==> src/include/link_regs_pkg.sv <==
package link_regs_pkg;
    localparam logic [7:0] LINK_CAP_OFS = 8'hbc;
    localparam logic [7:0] LINK_CTL_OFS = 8'hc0;
    localparam logic [3:0] MAX_SPEED_CODE = 4'h1;
    localparam logic [5:0] MAX_WIDTH_RESET = 6'h01;
    localparam logic [1:0] PM_SUPPORT_CODE = 2'h3;
    localparam logic [2:0] L0S_EXIT_LAT = 3'h3;
    localparam logic [2:0] L1_EXIT_LAT_ON = 3'h6;
    localparam logic [2:0] L1_EXIT_LAT_OFF = 3'h0;
    localparam logic [7:0] PORT_NUMBER = 8'h00;
    localparam logic DLL_ACTIVE_REPORT = 1'b0;
    localparam logic [1:0] PM_CTL_RESET = 2'h0;
    localparam int SPEED_LSB = 0;
    localparam int WIDTH_LSB = 4;
    localparam int PM_SUP_LSB = 10;
    localparam int L0S_LAT_LSB = 12;
    localparam int L1_LAT_LSB = 15;
    localparam int CLKPM_CAP_BIT = 18;
    localparam int DLL_REP_BIT = 20;
    localparam int PORT_LSB = 24;
    localparam int PM_CTL_LSB = 0;
    localparam int RCB_BIT = 3;
    localparam int COMMON_CLK_BIT = 6;
    localparam int EXT_SYNC_BIT = 7;
    localparam int CLKPM_EN_BIT = 8;
endpackage

==> src/include/ctl_if.sv <==
`timescale 1ns/1ps
interface ctl_if;
    logic wr;
    logic [15:0] wdata;
    logic strap_on;
    logic [15:0] ctl;
    modport master (output wr, output wdata, output strap_on, input ctl);
    modport slave (input wr, input wdata, input strap_on, output ctl);
endinterface

==> src/design/link_cap_ctl_regs.sv <==
// Added by the designer: the address-and-strobe port.
`timescale 1ns/1ps
// Notes on behaviour
// - Link capability bits 3:0 always read 0001, a 2.5 Gb/s link.
// - Bits 9:4 report maximum width in the one-hot-like code, x1 (000001) from reset.
// - Bits 11:10 read 11, both L0s and L1 supported.
// - Bits 17:15 read 6h when the strap enabled clock power management, else 0h.
// - Bit 18 reads 1 when the strap enabled clock power management, else 0.
// - Link control bits 1:0 are read-write power state entry control, reset 00.
// - Link control bit 3 always reads 0.
// - Link control bit 8 is writable only with the strap on, else reads 0; reset 0.
module link_cap_ctl_regs
    import link_regs_pkg::*;
(
    // clock and reset
    input wire logic clk_i,
    input wire logic nrst_i,
    // strap pins, sampled at reset release
    input wire logic [1:0] req_strap_n_i,
    // register port
    input wire logic [7:0] addr_i,
    input wire logic [31:0] wdata_i,
    input wire logic wr_i,
    input wire logic rd_i,
    output logic [31:0] rdata_o,
    // state seen by the link logic
    output logic [1:0] pm_ctl_o,
    output logic clkpm_en_o,
    output logic clkpm_cap_o
);
    typedef enum logic {
        STRAP_WAIT,
        STRAP_HELD
    } strap_phase_t;

    typedef enum logic [1:0] {
        SRC_NONE,
        SRC_CAP,
        SRC_CTL
    } rd_src_t;

    // reset release
    logic rst_q1;
    logic rst_n;
    logic next_rst_q1;
    logic next_rst_n;
    // strap capture
    strap_phase_t strap_phase;
    strap_phase_t next_strap_phase;
    logic strap_on;
    logic next_strap_on;
    // address decode
    logic hit_cap;
    logic hit_ctl;
    logic cap_rd;
    logic ctl_rd;
    logic ctl_wr;
    // capability fields
    logic [3:0] speed_field;
    logic [5:0] width_field;
    logic [1:0] pm_sup_field;
    logic [2:0] l0s_lat_field;
    logic [2:0] l1_lat_field;
    logic clkpm_cap_field;
    logic dll_rep_field;
    logic [7:0] port_field;
    logic [31:0] cap_word;
    // read path and link-side copies
    rd_src_t rd_src;
    logic [31:0] ctl_word;
    logic [31:0] next_rdata;
    logic [1:0] next_pm_mirror;
    logic next_en_mirror;
    logic next_cap_mirror;
    ctl_if cbus ();

    // two-stage release so the core leaves reset on a clean edge
    always_comb begin
        next_rst_q1 = 1'h1;
        next_rst_n = rst_q1;
    end

    always_ff @(posedge clk_i or negedge nrst_i) begin
        if (!nrst_i) begin
            rst_q1 <= 1'h0;
            rst_n <= 1'h0;
        end else begin
            rst_q1 <= next_rst_q1;
            rst_n <= next_rst_n;
        end
    end

    // strap caught on the first clock after release, then frozen until the
    // next reset; later pin movement must not flip the capability
    always_comb begin
        next_strap_phase = strap_phase;
        next_strap_on = strap_on;
        unique case (strap_phase)
            STRAP_WAIT: begin
                next_strap_on = (req_strap_n_i == 2'h0);
                next_strap_phase = STRAP_HELD;
            end
            STRAP_HELD: begin
                next_strap_on = strap_on;
            end
        endcase
    end

    always_ff @(posedge clk_i or negedge rst_n) begin
        if (!rst_n) begin
            strap_phase <= STRAP_WAIT;
            strap_on <= 1'h0;
        end else begin
            strap_phase <= next_strap_phase;
            strap_on <= next_strap_on;
        end
    end

    // exact byte match; a partial decode would alias into unmapped space
    always_comb begin
        hit_cap = (addr_i == LINK_CAP_OFS);
        hit_ctl = (addr_i == LINK_CTL_OFS);
        cap_rd = rd_i && hit_cap;
        ctl_rd = rd_i && hit_ctl;
        ctl_wr = wr_i && hit_ctl;
    end

    // hard-wired fields; width stays x1 as no wider lane set exists here
    always_comb begin
        speed_field = MAX_SPEED_CODE;
        width_field = MAX_WIDTH_RESET;
        pm_sup_field = PM_SUPPORT_CODE;
        l0s_lat_field = L0S_EXIT_LAT;
        dll_rep_field = DLL_ACTIVE_REPORT;
        port_field = PORT_NUMBER;
    end

    // strap-derived fields
    always_comb begin
        l1_lat_field = L1_EXIT_LAT_OFF;
        clkpm_cap_field = 1'h0;
        if (strap_on) begin
            l1_lat_field = L1_EXIT_LAT_ON;
            clkpm_cap_field = 1'h1;
        end
    end

    // no write path into this word; reserved bits stay zero
    always_comb begin
        cap_word = '0;
        cap_word[SPEED_LSB +: 4] = speed_field;
        cap_word[WIDTH_LSB +: 6] = width_field;
        cap_word[PM_SUP_LSB +: 2] = pm_sup_field;
        cap_word[L0S_LAT_LSB +: 3] = l0s_lat_field;
        cap_word[L1_LAT_LSB +: 3] = l1_lat_field;
        cap_word[CLKPM_CAP_BIT] = clkpm_cap_field;
        cap_word[DLL_REP_BIT] = dll_rep_field;
        cap_word[PORT_LSB +: 8] = port_field;
    end

    // writes reach the control register only on an exact hit
    assign cbus.wr = ctl_wr;
    assign cbus.wdata = wdata_i[15:0];
    assign cbus.strap_on = strap_on;

    link_ctl_reg u_ctl (
        .clk_i(clk_i),
        .nrst_i(rst_n),
        .bus(cbus.slave)
    );

    // upper half of the control word has no storage
    always_comb begin
        ctl_word = '0;
        ctl_word[15:0] = cbus.ctl;
    end

    // one source per read; reads elsewhere fall to zero
    always_comb begin
        rd_src = SRC_NONE;
        if (cap_rd) begin
            rd_src = SRC_CAP;
        end else if (ctl_rd) begin
            rd_src = SRC_CTL;
        end
    end

    // idle cycles return zero so a stale word never lingers on the port
    always_comb begin
        next_rdata = '0;
        unique case (rd_src)
            SRC_NONE: next_rdata = '0;
            SRC_CAP: next_rdata = cap_word;
            SRC_CTL: next_rdata = ctl_word;
            default: next_rdata = '0;
        endcase
    end

    // read word stands for one clock only
    always_ff @(posedge clk_i or negedge rst_n) begin
        if (!rst_n) begin
            rdata_o <= '0;
        end else begin
            rdata_o <= next_rdata;
        end
    end

    // link-side copies lag the register by one clock
    always_comb begin
        next_pm_mirror = cbus.ctl[PM_CTL_LSB +: 2];
        next_en_mirror = cbus.ctl[CLKPM_EN_BIT];
        next_cap_mirror = strap_on;
    end

    always_ff @(posedge clk_i or negedge rst_n) begin
        if (!rst_n) begin
            pm_ctl_o <= PM_CTL_RESET;
            clkpm_en_o <= 1'h0;
            clkpm_cap_o <= 1'h0;
        end else begin
            pm_ctl_o <= next_pm_mirror;
            clkpm_en_o <= next_en_mirror;
            clkpm_cap_o <= next_cap_mirror;
        end
    end
endmodule

==> src/design/link_ctl_reg.sv <==
`timescale 1ns/1ps
module link_ctl_reg
    import link_regs_pkg::*;
(
    input wire logic clk_i,
    input wire logic nrst_i,
    ctl_if.slave bus
);
    logic [1:0] pm_ctl;
    logic common_clk;
    logic ext_sync;
    logic clkpm_en;
    logic [1:0] next_pm_ctl;
    logic next_common_clk;
    logic next_ext_sync;
    logic next_clkpm_en;

    always_comb begin
        next_pm_ctl = pm_ctl;
        next_common_clk = common_clk;
        next_ext_sync = ext_sync;
        next_clkpm_en = clkpm_en;
        if (bus.wr) begin
            next_pm_ctl = bus.wdata[PM_CTL_LSB +: 2];
            next_common_clk = bus.wdata[COMMON_CLK_BIT];
            next_ext_sync = bus.wdata[EXT_SYNC_BIT];
            next_clkpm_en = bus.wdata[CLKPM_EN_BIT] & bus.strap_on;
        end
        if (!bus.strap_on) begin
            next_clkpm_en = 1'b0;
        end
    end

    always_ff @(posedge clk_i or negedge nrst_i) begin
        if (!nrst_i) begin
            pm_ctl <= PM_CTL_RESET;
            common_clk <= 1'b0;
            ext_sync <= 1'b0;
            clkpm_en <= 1'b0;
        end else begin
            pm_ctl <= next_pm_ctl;
            common_clk <= next_common_clk;
            ext_sync <= next_ext_sync;
            clkpm_en <= next_clkpm_en;
        end
    end

    // rcb, link disable, retrain and reserved bits stay zero
    always_comb begin
        bus.ctl = '0;
        bus.ctl[PM_CTL_LSB +: 2] = pm_ctl;
        bus.ctl[RCB_BIT] = 1'b0;
        bus.ctl[COMMON_CLK_BIT] = common_clk;
        bus.ctl[EXT_SYNC_BIT] = ext_sync;
        bus.ctl[CLKPM_EN_BIT] = clkpm_en;
    end
endmodule

==> config.mk <==
export PLATFORM = sky130hd
export DESIGN_NAME = link_cap_ctl_regs
export DESIGN_NICKNAME = d
export VERILOG_FILES = /design/src/include/link_regs_pkg.sv /design/src/include/ctl_if.sv /design/src/design/link_cap_ctl_regs.sv /design/src/design/link_ctl_reg.sv
export SDC_FILE = /design/constraint.sdc
export NUM_CORES = 1
export LEC_CHECK = 0
export BUFFER_PORTS_ARGS = -buffer_cell sky130_fd_sc_hd__buf_2
export CORE_ASPECT_RATIO = 0.7
export CORE_MARGIN = 4
export CORE_UTILIZATION = 42
export CTS_BUF_LIST = sky130_fd_sc_hd__clkbuf_16
export CTS_CLUSTER_DIAMETER = 150
export DETAILED_ROUTE_END_ITERATION = 8
export GPL_ROUTABILITY_DRIVEN = 0
export GPL_TIMING_DRIVEN = 0
export PLACE_DENSITY = 0.8
export SYNTH_ARGS = -nofsm -noshare
export SYNTH_HDL_FRONTEND = slang
export SYNTH_HIERARCHICAL = 1
export SYNTH_SLANG_ARGS = --single-unit
==> constraint.sdc <==
create_clock -name clk_i -period 1.2 [get_ports clk_i]
set_input_delay 0.12 -clock clk_i [delete_from_list [all_inputs] [get_ports clk_i]]
set_output_delay 0.12 -clock clk_i [all_outputs]
set_load 0.02 [all_outputs]
-- After elaboration in Yosys (flattened, before gate mapping)
Index checks and enable logic that the tools add are counted.
- input port bits: 46
- bits in registers: 45
- output and inout port bits: 36
- word-level logic and storage cells: 30
- reduce and logical (&&, ||, !) cells: 4
- multiplexer cells: 8
- bitwise gates (word level): 1
- eq/ne operators: 5
- operator list (kind ; number):
    19-bit one-hot mux with 2 select lines ; 1
    8-bit equality test (second input constant) ; 2
    1-bit 2-to-1 mux ; 4
    2-bit 2-to-1 mux ; 2
    1-bit logical AND ; 3
    3-bit 2-to-1 mux ; 1
    2-bit by 1-bit equality test with 1-bit output (second input constant) ; 1
    2-bit equality test (second input constant) ; 1
    2-bit logical NOT ; 1
    2-bit by 1-bit inequality test with 1-bit output (second input constant) ; 1
    1-bit AND ; 1

-- Logic depth before layout (Yosys ltp)
Gate-level depths: netlist of run 1.
- depth after elaboration: 6
- gate-level depth with buffers: 4
- depth with buffers taken out: 4

-- Hierarchy
Netlist of run 1, hierarchy kept.
- by module, submodules not included (module ; area an instance (um^2) ; cells each ; sequential area each (um^2) ; times used):
    link_cap_ctl_regs ; 980.9 ; 79 ; 625.6 ; 1
    link_ctl_reg ; 295.3 ; 26 ; 125.1 ; 1

-- Least setup slack after synthesis of run 1
Ideal clock, no wire load.
- kind: input -> register
- start point: input addr_i[5]
- end point: register u_ctl.common_clk
- required time: 1.075 ns
- arrival time: 1.054 ns
- setup slack: 0.021 ns
- setup time: 0.125 ns
- buffers on the path: 0
- cell stages on the path: 3
- path through: nor3b_4 and4_2 mux2_2
- cells in the longest elaborated chain, start to end: 2
- ends and longest elaborated chain (what ; line ; source):
    start, declared ; link_cap_ctl_regs.sv:21 ; input wire logic [7:0] addr_i,
    8-bit equality test ; link_cap_ctl_regs.sv:122 ; hit_ctl = (addr_i == LINK_CTL_OFS);
    1-bit logical AND ; link_cap_ctl_regs.sv:125 ; ctl_wr = wr_i && hit_ctl;
    via cbus.wr ; ctl_if.sv:3 ; logic wr;
    end signal, assigned ; link_ctl_reg.sv:42 ; common_clk <= next_common_clk;
    end, declared ; link_ctl_reg.sv:10 ; logic common_clk;
The timed path passes the listed nets, and every way through them passes these cells.
A chain may end at the register's enable or synchronous reset.

-- Worst setup path in the final report of run 1
- start point: input addr_i[5]
- end point: register u_ctl.pm_ctl[1]
- cells in the longest elaborated chain, start to end: 2
- ends and longest elaborated chain (what ; line ; source):
    8-bit equality test ; link_cap_ctl_regs.sv:122 ;
    1-bit logical AND ; link_cap_ctl_regs.sv:125 ;
    via cbus.wr ; ctl_if.sv:3 ;
    end signal, assigned ; link_ctl_reg.sv:41 ; pm_ctl <= next_pm_ctl;
    end, declared ; link_ctl_reg.sv:9 ; logic [1:0] pm_ctl;
The timed path passes the listed nets, and every way through them passes these cells.

==> results.toml, run 1 <==
[logic_synthesis]
synth_edf_count = 0
netlist_instances = 105
synth_top_area_share_pct = 58.8
synth_cell_type_count = 20
synth_commonest_cells = "dfrtp_1 (30), buf_4 (29), and3_1 (11)"
ys_seq_area_share_pct = 58.8
yosysMostFrequentCell = "dfrtp_1"
synthArstFlopShare_pct = 100
yosys_warnings = 6
synthTopCellsByArea = "dfrtp_1 (59%), buf_4 (17%), and3_1 (5.4%)"
netlist_area_sq_um = 1280
syn_avg_cell_area_sq_um = 12.2
synth_ff_type = "dfrtp_1"
yosys.area.top_type = "dfrtp_1"
ys_seq_elements = 30

[die]
die_w_microns = 73.9
coreArea_sq_um = 2840
die-area_sq_um = 4000
pin_count = 82
start_util_pct = 44.9
fp.dieH_microns = 54.1
num_rows = 16

[route]
top_layer = "met4"
drt-met1-wl_microns = 867
viasPerCell = 4.31
drc = 0
drt-wirelength-per-cell_microns = 11.1
dr_wl_met3_microns = 222
drtIter0Drc = 26
drt-total-wl_mm = 2.39
vias = 922
dr.pass1.iters = 4
ant_nets = 0
wl_met2_mm = 1.23

[global_routing]
antenna_found_initial = 0
grt_pass1_wl_mm = 3.85
grt_pass1_vias = 940
grtUsageTotal_pct = 13.5
grt-ovfl-total = 0
grt_max_degree = 29

[clock_tree]
cts.sink_count = 30
cts_made_buffers = 5
cts_tree = "done"
clockRootBuffer = "clkbuf_16"
cts.clk_slew.worst_paths_ns = 0.05
insertion_delay_ns = 0.27
cts_setup_buffers = 0
htreeDepth = 2
ctsLongestPathBuffers = 2

[sta]
max_freq_mhz = 861
setup_viol = 0
relSlewSlack_pct = 62.4
rsz0062_at_grt = "false"
hold_viol = 0
worst_pin_slew_ns = 0.564
finClkSkew_ns = 0.00646
fin_crit_ns = 1.16
setup_tns_ns = 0
fin_crit_sh_pct = 96.8
slew_viol_final = 0

[critical_path]
required_ns = 1.35
cp-end-kind = "flip-flop"
start_kind = "input port"
critPathKind = "input port to flip-flop"
cp_data_arrival_time_ns = 1.31
path_max_fanout = 8

[power_and_ir_drop]
p_per_area_nw_per_um2 = 1470
p_total_uw = 2630
ir_worst_vdd_mv = 0.961
leakagePower_uw = 0.00106

[layout]
nets = 223
antennaDiodeCount = 0
fill_cells = 229
syn2layout_area_growth_pct = 40.6
drive_gt1_share_pct = 49.4

[hold_path]
hp-class = "input port to flip-flop"

[placed_design]
dp_hpwl_mm = 1.93
numPortBuffers = 41

[run]
maxCapViolCount = 0

[outcome]
status = "finished, final reports clean"
-- final timing paths --
kind	cells past startpoint	slack, ns	end	start
max in group asynchronous	0	0.56	rdata_o[2]	rst_n
max reg2reg	1	0.42	u_ctl/pm_ctl[1]	u_ctl/pm_ctl[1]
min	2	0.02	cbus.strap_on	req_strap_n_i[1]
max	4	0.04	u_ctl/pm_ctl[1]	addr_i[5]
min reg2reg	0	0.26	u_ctl/common_clk	rst_n
min in group asynchronous	2	0.17	next_rst_n	nrst_i
-- final cells by class --
type	instances	area [sq um]	share of cell area, %
repair buffers	42	215	12.0
clock inverters	3	40.0	2.23
flip-flops and latches	30	752	41.9
well taps	36	45.0	2.51
plain buffers	31	233	13.0
multi-input cells	67	384	21.4
clock buffers	5	125	6.97
-- layer usage --
layer  GRT usage (%)  vias up
met5               0        -
met4            10.8        0
met3            4.10        6
met2            23.4       52
met1            13.8      416
li1                -      448
-- cells by family (layout without fill, tap and decap cells) --
family          Yosys count  after routing  share of synthesized area, %
mux                       5              5                          4.31
other cells               3             26                         0.882
compound gates            7              7                          2.94
buf+inv                  31             81                          18.2
simple gates             29             29                          14.8
flops                    30             30                          58.8
-- layout by cell type, fill, tap and decap left out --
master,count
nor3b_2,1
clkbuf_1,1
dfrtp_1,29
and4b_1,1
nor2_2,1
and4_2,1
mux2_2,4
clkinv_2,2
bufinv_16,1
nor3b_4,1
o31ai_1,1
conb_1,26
buf_6,1
dlygate4sd3_1,1
and3_1,11
buf_2,41
mux2i_1,1
a21oi_1,6
nor2b_1,1
nand2_1,3
nor2_1,2
dfrtp_2,1
buf_4,29
nand3_1,1
clkbuf_16,5
nand4_1,6
-- through the flow --
step                      std cells  hold slack, ns  utilization, %  worst slack, ns  area, sq um
after floorplan                 128          -0.176               -           0.0210         1360
after CTS                       214          0.0214            62.9           0.0305         1790
after detailed placement        205         -0.0930            56.7           -0.256         1610
final                           214          0.0244            63.1           0.0383         1790
after global placement          205         -0.0954            56.7           -0.215         1610
after global routing            214          0.0297            63.1           0.0142         1790
-- timing repair --
item | 4_1_cts | 5_1_grt
hold buffers | 1 | 0
endpoints found under the hold margin | 2 | 0
resized for setup | 0 | 2
setup endpoints to repair | 0 | 32
-- power by group --
group | leakage (uW) | switching, uW | internal, uW
Clock | 0.0000836 | 406 | 967
Sequential | 0.000408 | 26.3 | 1030
Combinational | 0.000573 | 99.3 | 97.5
-- worst max-delay path, stage by stage --
cell and delay [ns]:
buf_2 0.12, nor3b_4 0.33, and4_2 0.38, mux2_2 0.35
-- flip-flops by register name, summed over array words and instances, names as in the netlist --
register          cells
pm_ctl_o              2
rst_n                 1
u_ctl/common_clk      1
clkpm_cap_o           1
strap_phase           1
cbus.strap_on         1
clkpm_en_o            1
u_ctl/clkpm_en        1
u_ctl/pm_ctl          2
u_ctl/ext_sync        1
rdata_o              17
next_rst_n            1
(Power assumes the default switching activity.)
==> run 2: changes to the inputs <==
- ABC_AREA: not set -> 1
- CORE_MARGIN: 4 -> not set
- CORE_UTILIZATION: 42 -> 43
==> run 2 against run 1 <==
Die area decreased by 16%. Routed wire length down 15%. Largest power group unchanged. Sequential power barely moved. Clock power shrank 18%. Core utilization up 0.38 points. Synthesized cell count up 24%. Largest cell class unchanged.
==> results.toml, run 2 <==
[outcome]
status = "finished, final reports clean"

[logic_synthesis]
yosys.area.top_type = "dfrtp_1"
synth_top_family_by_area = "simple AND/OR/NAND/NOR gates"
synthArstFlopShare_pct = 100
ys_seq_area_share_pct = 55.8
yosys_warnings = 6
synth_xor_area_share_pct = 0
synthMuxAreaShare_pct = 0
synth_ff_type = "dfrtp_1"
synth_compound_area_share_pct = 0.558
netlist_instances = 130
synth_edf_count = 0
synth-adder-area-share_pct = 0
synth_cell_type_count = 18
synthTopCellsByArea = "dfrtp_1 (56%), buf_4 (17%), nand2_1 (6.1%)"
netlist_area_sq_um = 1350
synth_commonest_cells = "buf_4 (30), dfrtp_1 (30), nand2_1 (22)"
syn_avg_cell_area_sq_um = 10.4
synth_top_area_share_pct = 55.8
ys_seq_elements = 30
synth-simple-area-share_pct = 22.2

[global_routing]
grt_pass1_vias = 797
grt_max_degree = 29
grtUsageTotal_pct = 14.5
grt-ovfl-total = 0
antenna_found_initial = 0
grt_pass1_wl_mm = 3.36

[hold_path]
hp-class = "input port to flip-flop"
hold_path_end = "cbus.strap_on"
whs_path_depth = 2
min_from = "req_strap_n_i[0]"

[sta]
hold_ws_ns = 0.0369
rsz0062_at_grt = "false"
fin_crit_sh_pct = 88.0
finClkSkew_ns = 0.00297
hold_viol = 0
worst_pin_slew_ns = 0.573
fin_crit_ns = 1.06
relSlewSlack_pct = 61.8
slew_viol_final = 0
setup_viol = 0
max_freq_mhz = 947

[critical_path]
path_max_fanout = 3
required_ns = 1.08
start_kind = "flip-flop"
timing.rr.start = "u_ctl/clkpm_en"
worstRegToRegCells = 3
cp_data_arrival_time_ns = 0.94
crit_start = "rdata_o[17]"
r2r-end = "rdata_o[8]"
rrSetupSlack_ns = 0.47
cp-end-kind = "output port"
critPathKind = "flip-flop to output port"

[layout]
largest_reg_flops = 17
syn2layout_area_growth_pct = 36.0
final_cell_area_sq_um = 1830
regMostFlops = "rdata_o"
layout_common_cells = "buf_2 (40), buf_4 (30), dfrtp_1 (29)"
reg.largest.list = "rdata_o x17, pm_ctl_o x2, u_ctl/pm_ctl x2"
final_common_cell = "buf_2"
fin_cells = 238
nets = 247
post-route-util_pct = 63.5
antennaDiodeCount = 0
drive_gt1_share_pct = 47.0

[route]
dr.pass1.iters = 4
drc = 0
drt-total-wl_mm = 2.04
ant_nets = 0
vias = 897
viasPerCell = 3.77
drt-wirelength-per-cell_microns = 8.55
drtIter0Drc = 16

[die]
coreArea_sq_um = 2880
die-area_sq_um = 3360
pin_count = 82
start_util_pct = 46.7
die_w_microns = 68.9
num_rows = 16
fp.dieH_microns = 48.8

[clock_tree]
clockRootBuffer = "clkbuf_16"
insertion_delay_ns = 0.27
cts.sink_count = 30
ctsLongestPathBuffers = 2
cts_setup_buffers = 0
cts_made_buffers = 5
cts_tree = "done"
htreeDepth = 2
cts.clk_slew.worst_paths_ns = 0.05

[placed_design]
dp_hpwl_mm = 1.57
numPortBuffers = 40
placedCellCount = 229
place_area_sq_um = 1680

[run]
maxCapViolCount = 0

[power_and_ir_drop]
ir_worst_vdd_mv = 0.829
leakagePower_uw = 0.00110
p_per_area_nw_per_um2 = 1300
p_total_uw = 2390
## run 2: cell count changes in the layout (fill, tap and decap cells not counted), sizes merged, moves of 4 or more
cell   delta
mux2      -4
nand4     -6
and3     -10
nand2    +22
a21oi     -6
inv      +14
nand3     +8
nor2     +12
## run 2: worst max-delay path, stage by stage (launching register included)
cell and delay [ns]:
dfrtp_1 0.39, buf_4 0.13, buf_2 0.15
## run 2: cell type report
class | count | area [sq um]
fill | 245 | 1050
tap | 36 | 45.0
buffer | 30 | 225
inverter | 14 | 52.6
timing repair buffer | 41 | 210
clock inverter | 3 | 11.3
multi-input combinational | 79 | 409
clock buffer | 5 | 125
sequential | 30 | 752
## run 2: per-stage QoR
step                      TNS, ns  setup WS, ns
final                           0         0.144
after global routing            0         0.105
after CTS                       0        0.0241
after detailed placement    -1.44        -0.292
after global placement      -1.41        -0.287
after floorplan                 0        0.0244
## run 2: report_power, final
group,internal [uW],switching (uW),leakage (uW)
clock,741,385,0.0000663
combinational,95.7,103,0.000625
sequential,1040,26.9,0.000408
## run 2: repair_timing
item | 4_1_cts | 5_1_grt
endpoints found under the hold margin | 2 | 0
resized for setup | 1 | 1
gates cloned | 0 | 0
setup endpoints to repair | 3 | 28
hold buffers | 1 | 0
## run 2: worst max-delay path by stage
stage               cells after the start  slack (ns)                to
global route                            2        0.11       rdata_o[18]
detailed placement                      7       -0.29    u_ctl/ext_sync
finish                                  2        0.14       rdata_o[18]
CTS                                     0        0.02       rdata_o[12]
floorplan                               6        0.02  u_ctl/common_clk
global placement                        7       -0.29    u_ctl/ext_sync
## run 2: logic make-up (layout without fill, tap and decap cells)
family	after synthesis	in the layout
flops	30	30
simple gates	52	52
buf+inv	44	93
compound gates	1	1
other cells	3	26
## run 2: routing by layer
| metal | GRT usage [%] | vias to the layer above | share of wire (%) | wire [microns] |
|---|---|---|---|---|
| met5 | 0 | - | 0 | 0 |
| met4 | 6.12 | 0 | 1.1 | 22 |
| met3 | 8.41 | 4 | 7.7 | 157 |
| met2 | 23.1 | 35 | 50 | 1020 |
| met1 | 15.3 | 381 | 41 | 838 |
| li1 | - | 477 | - | - |
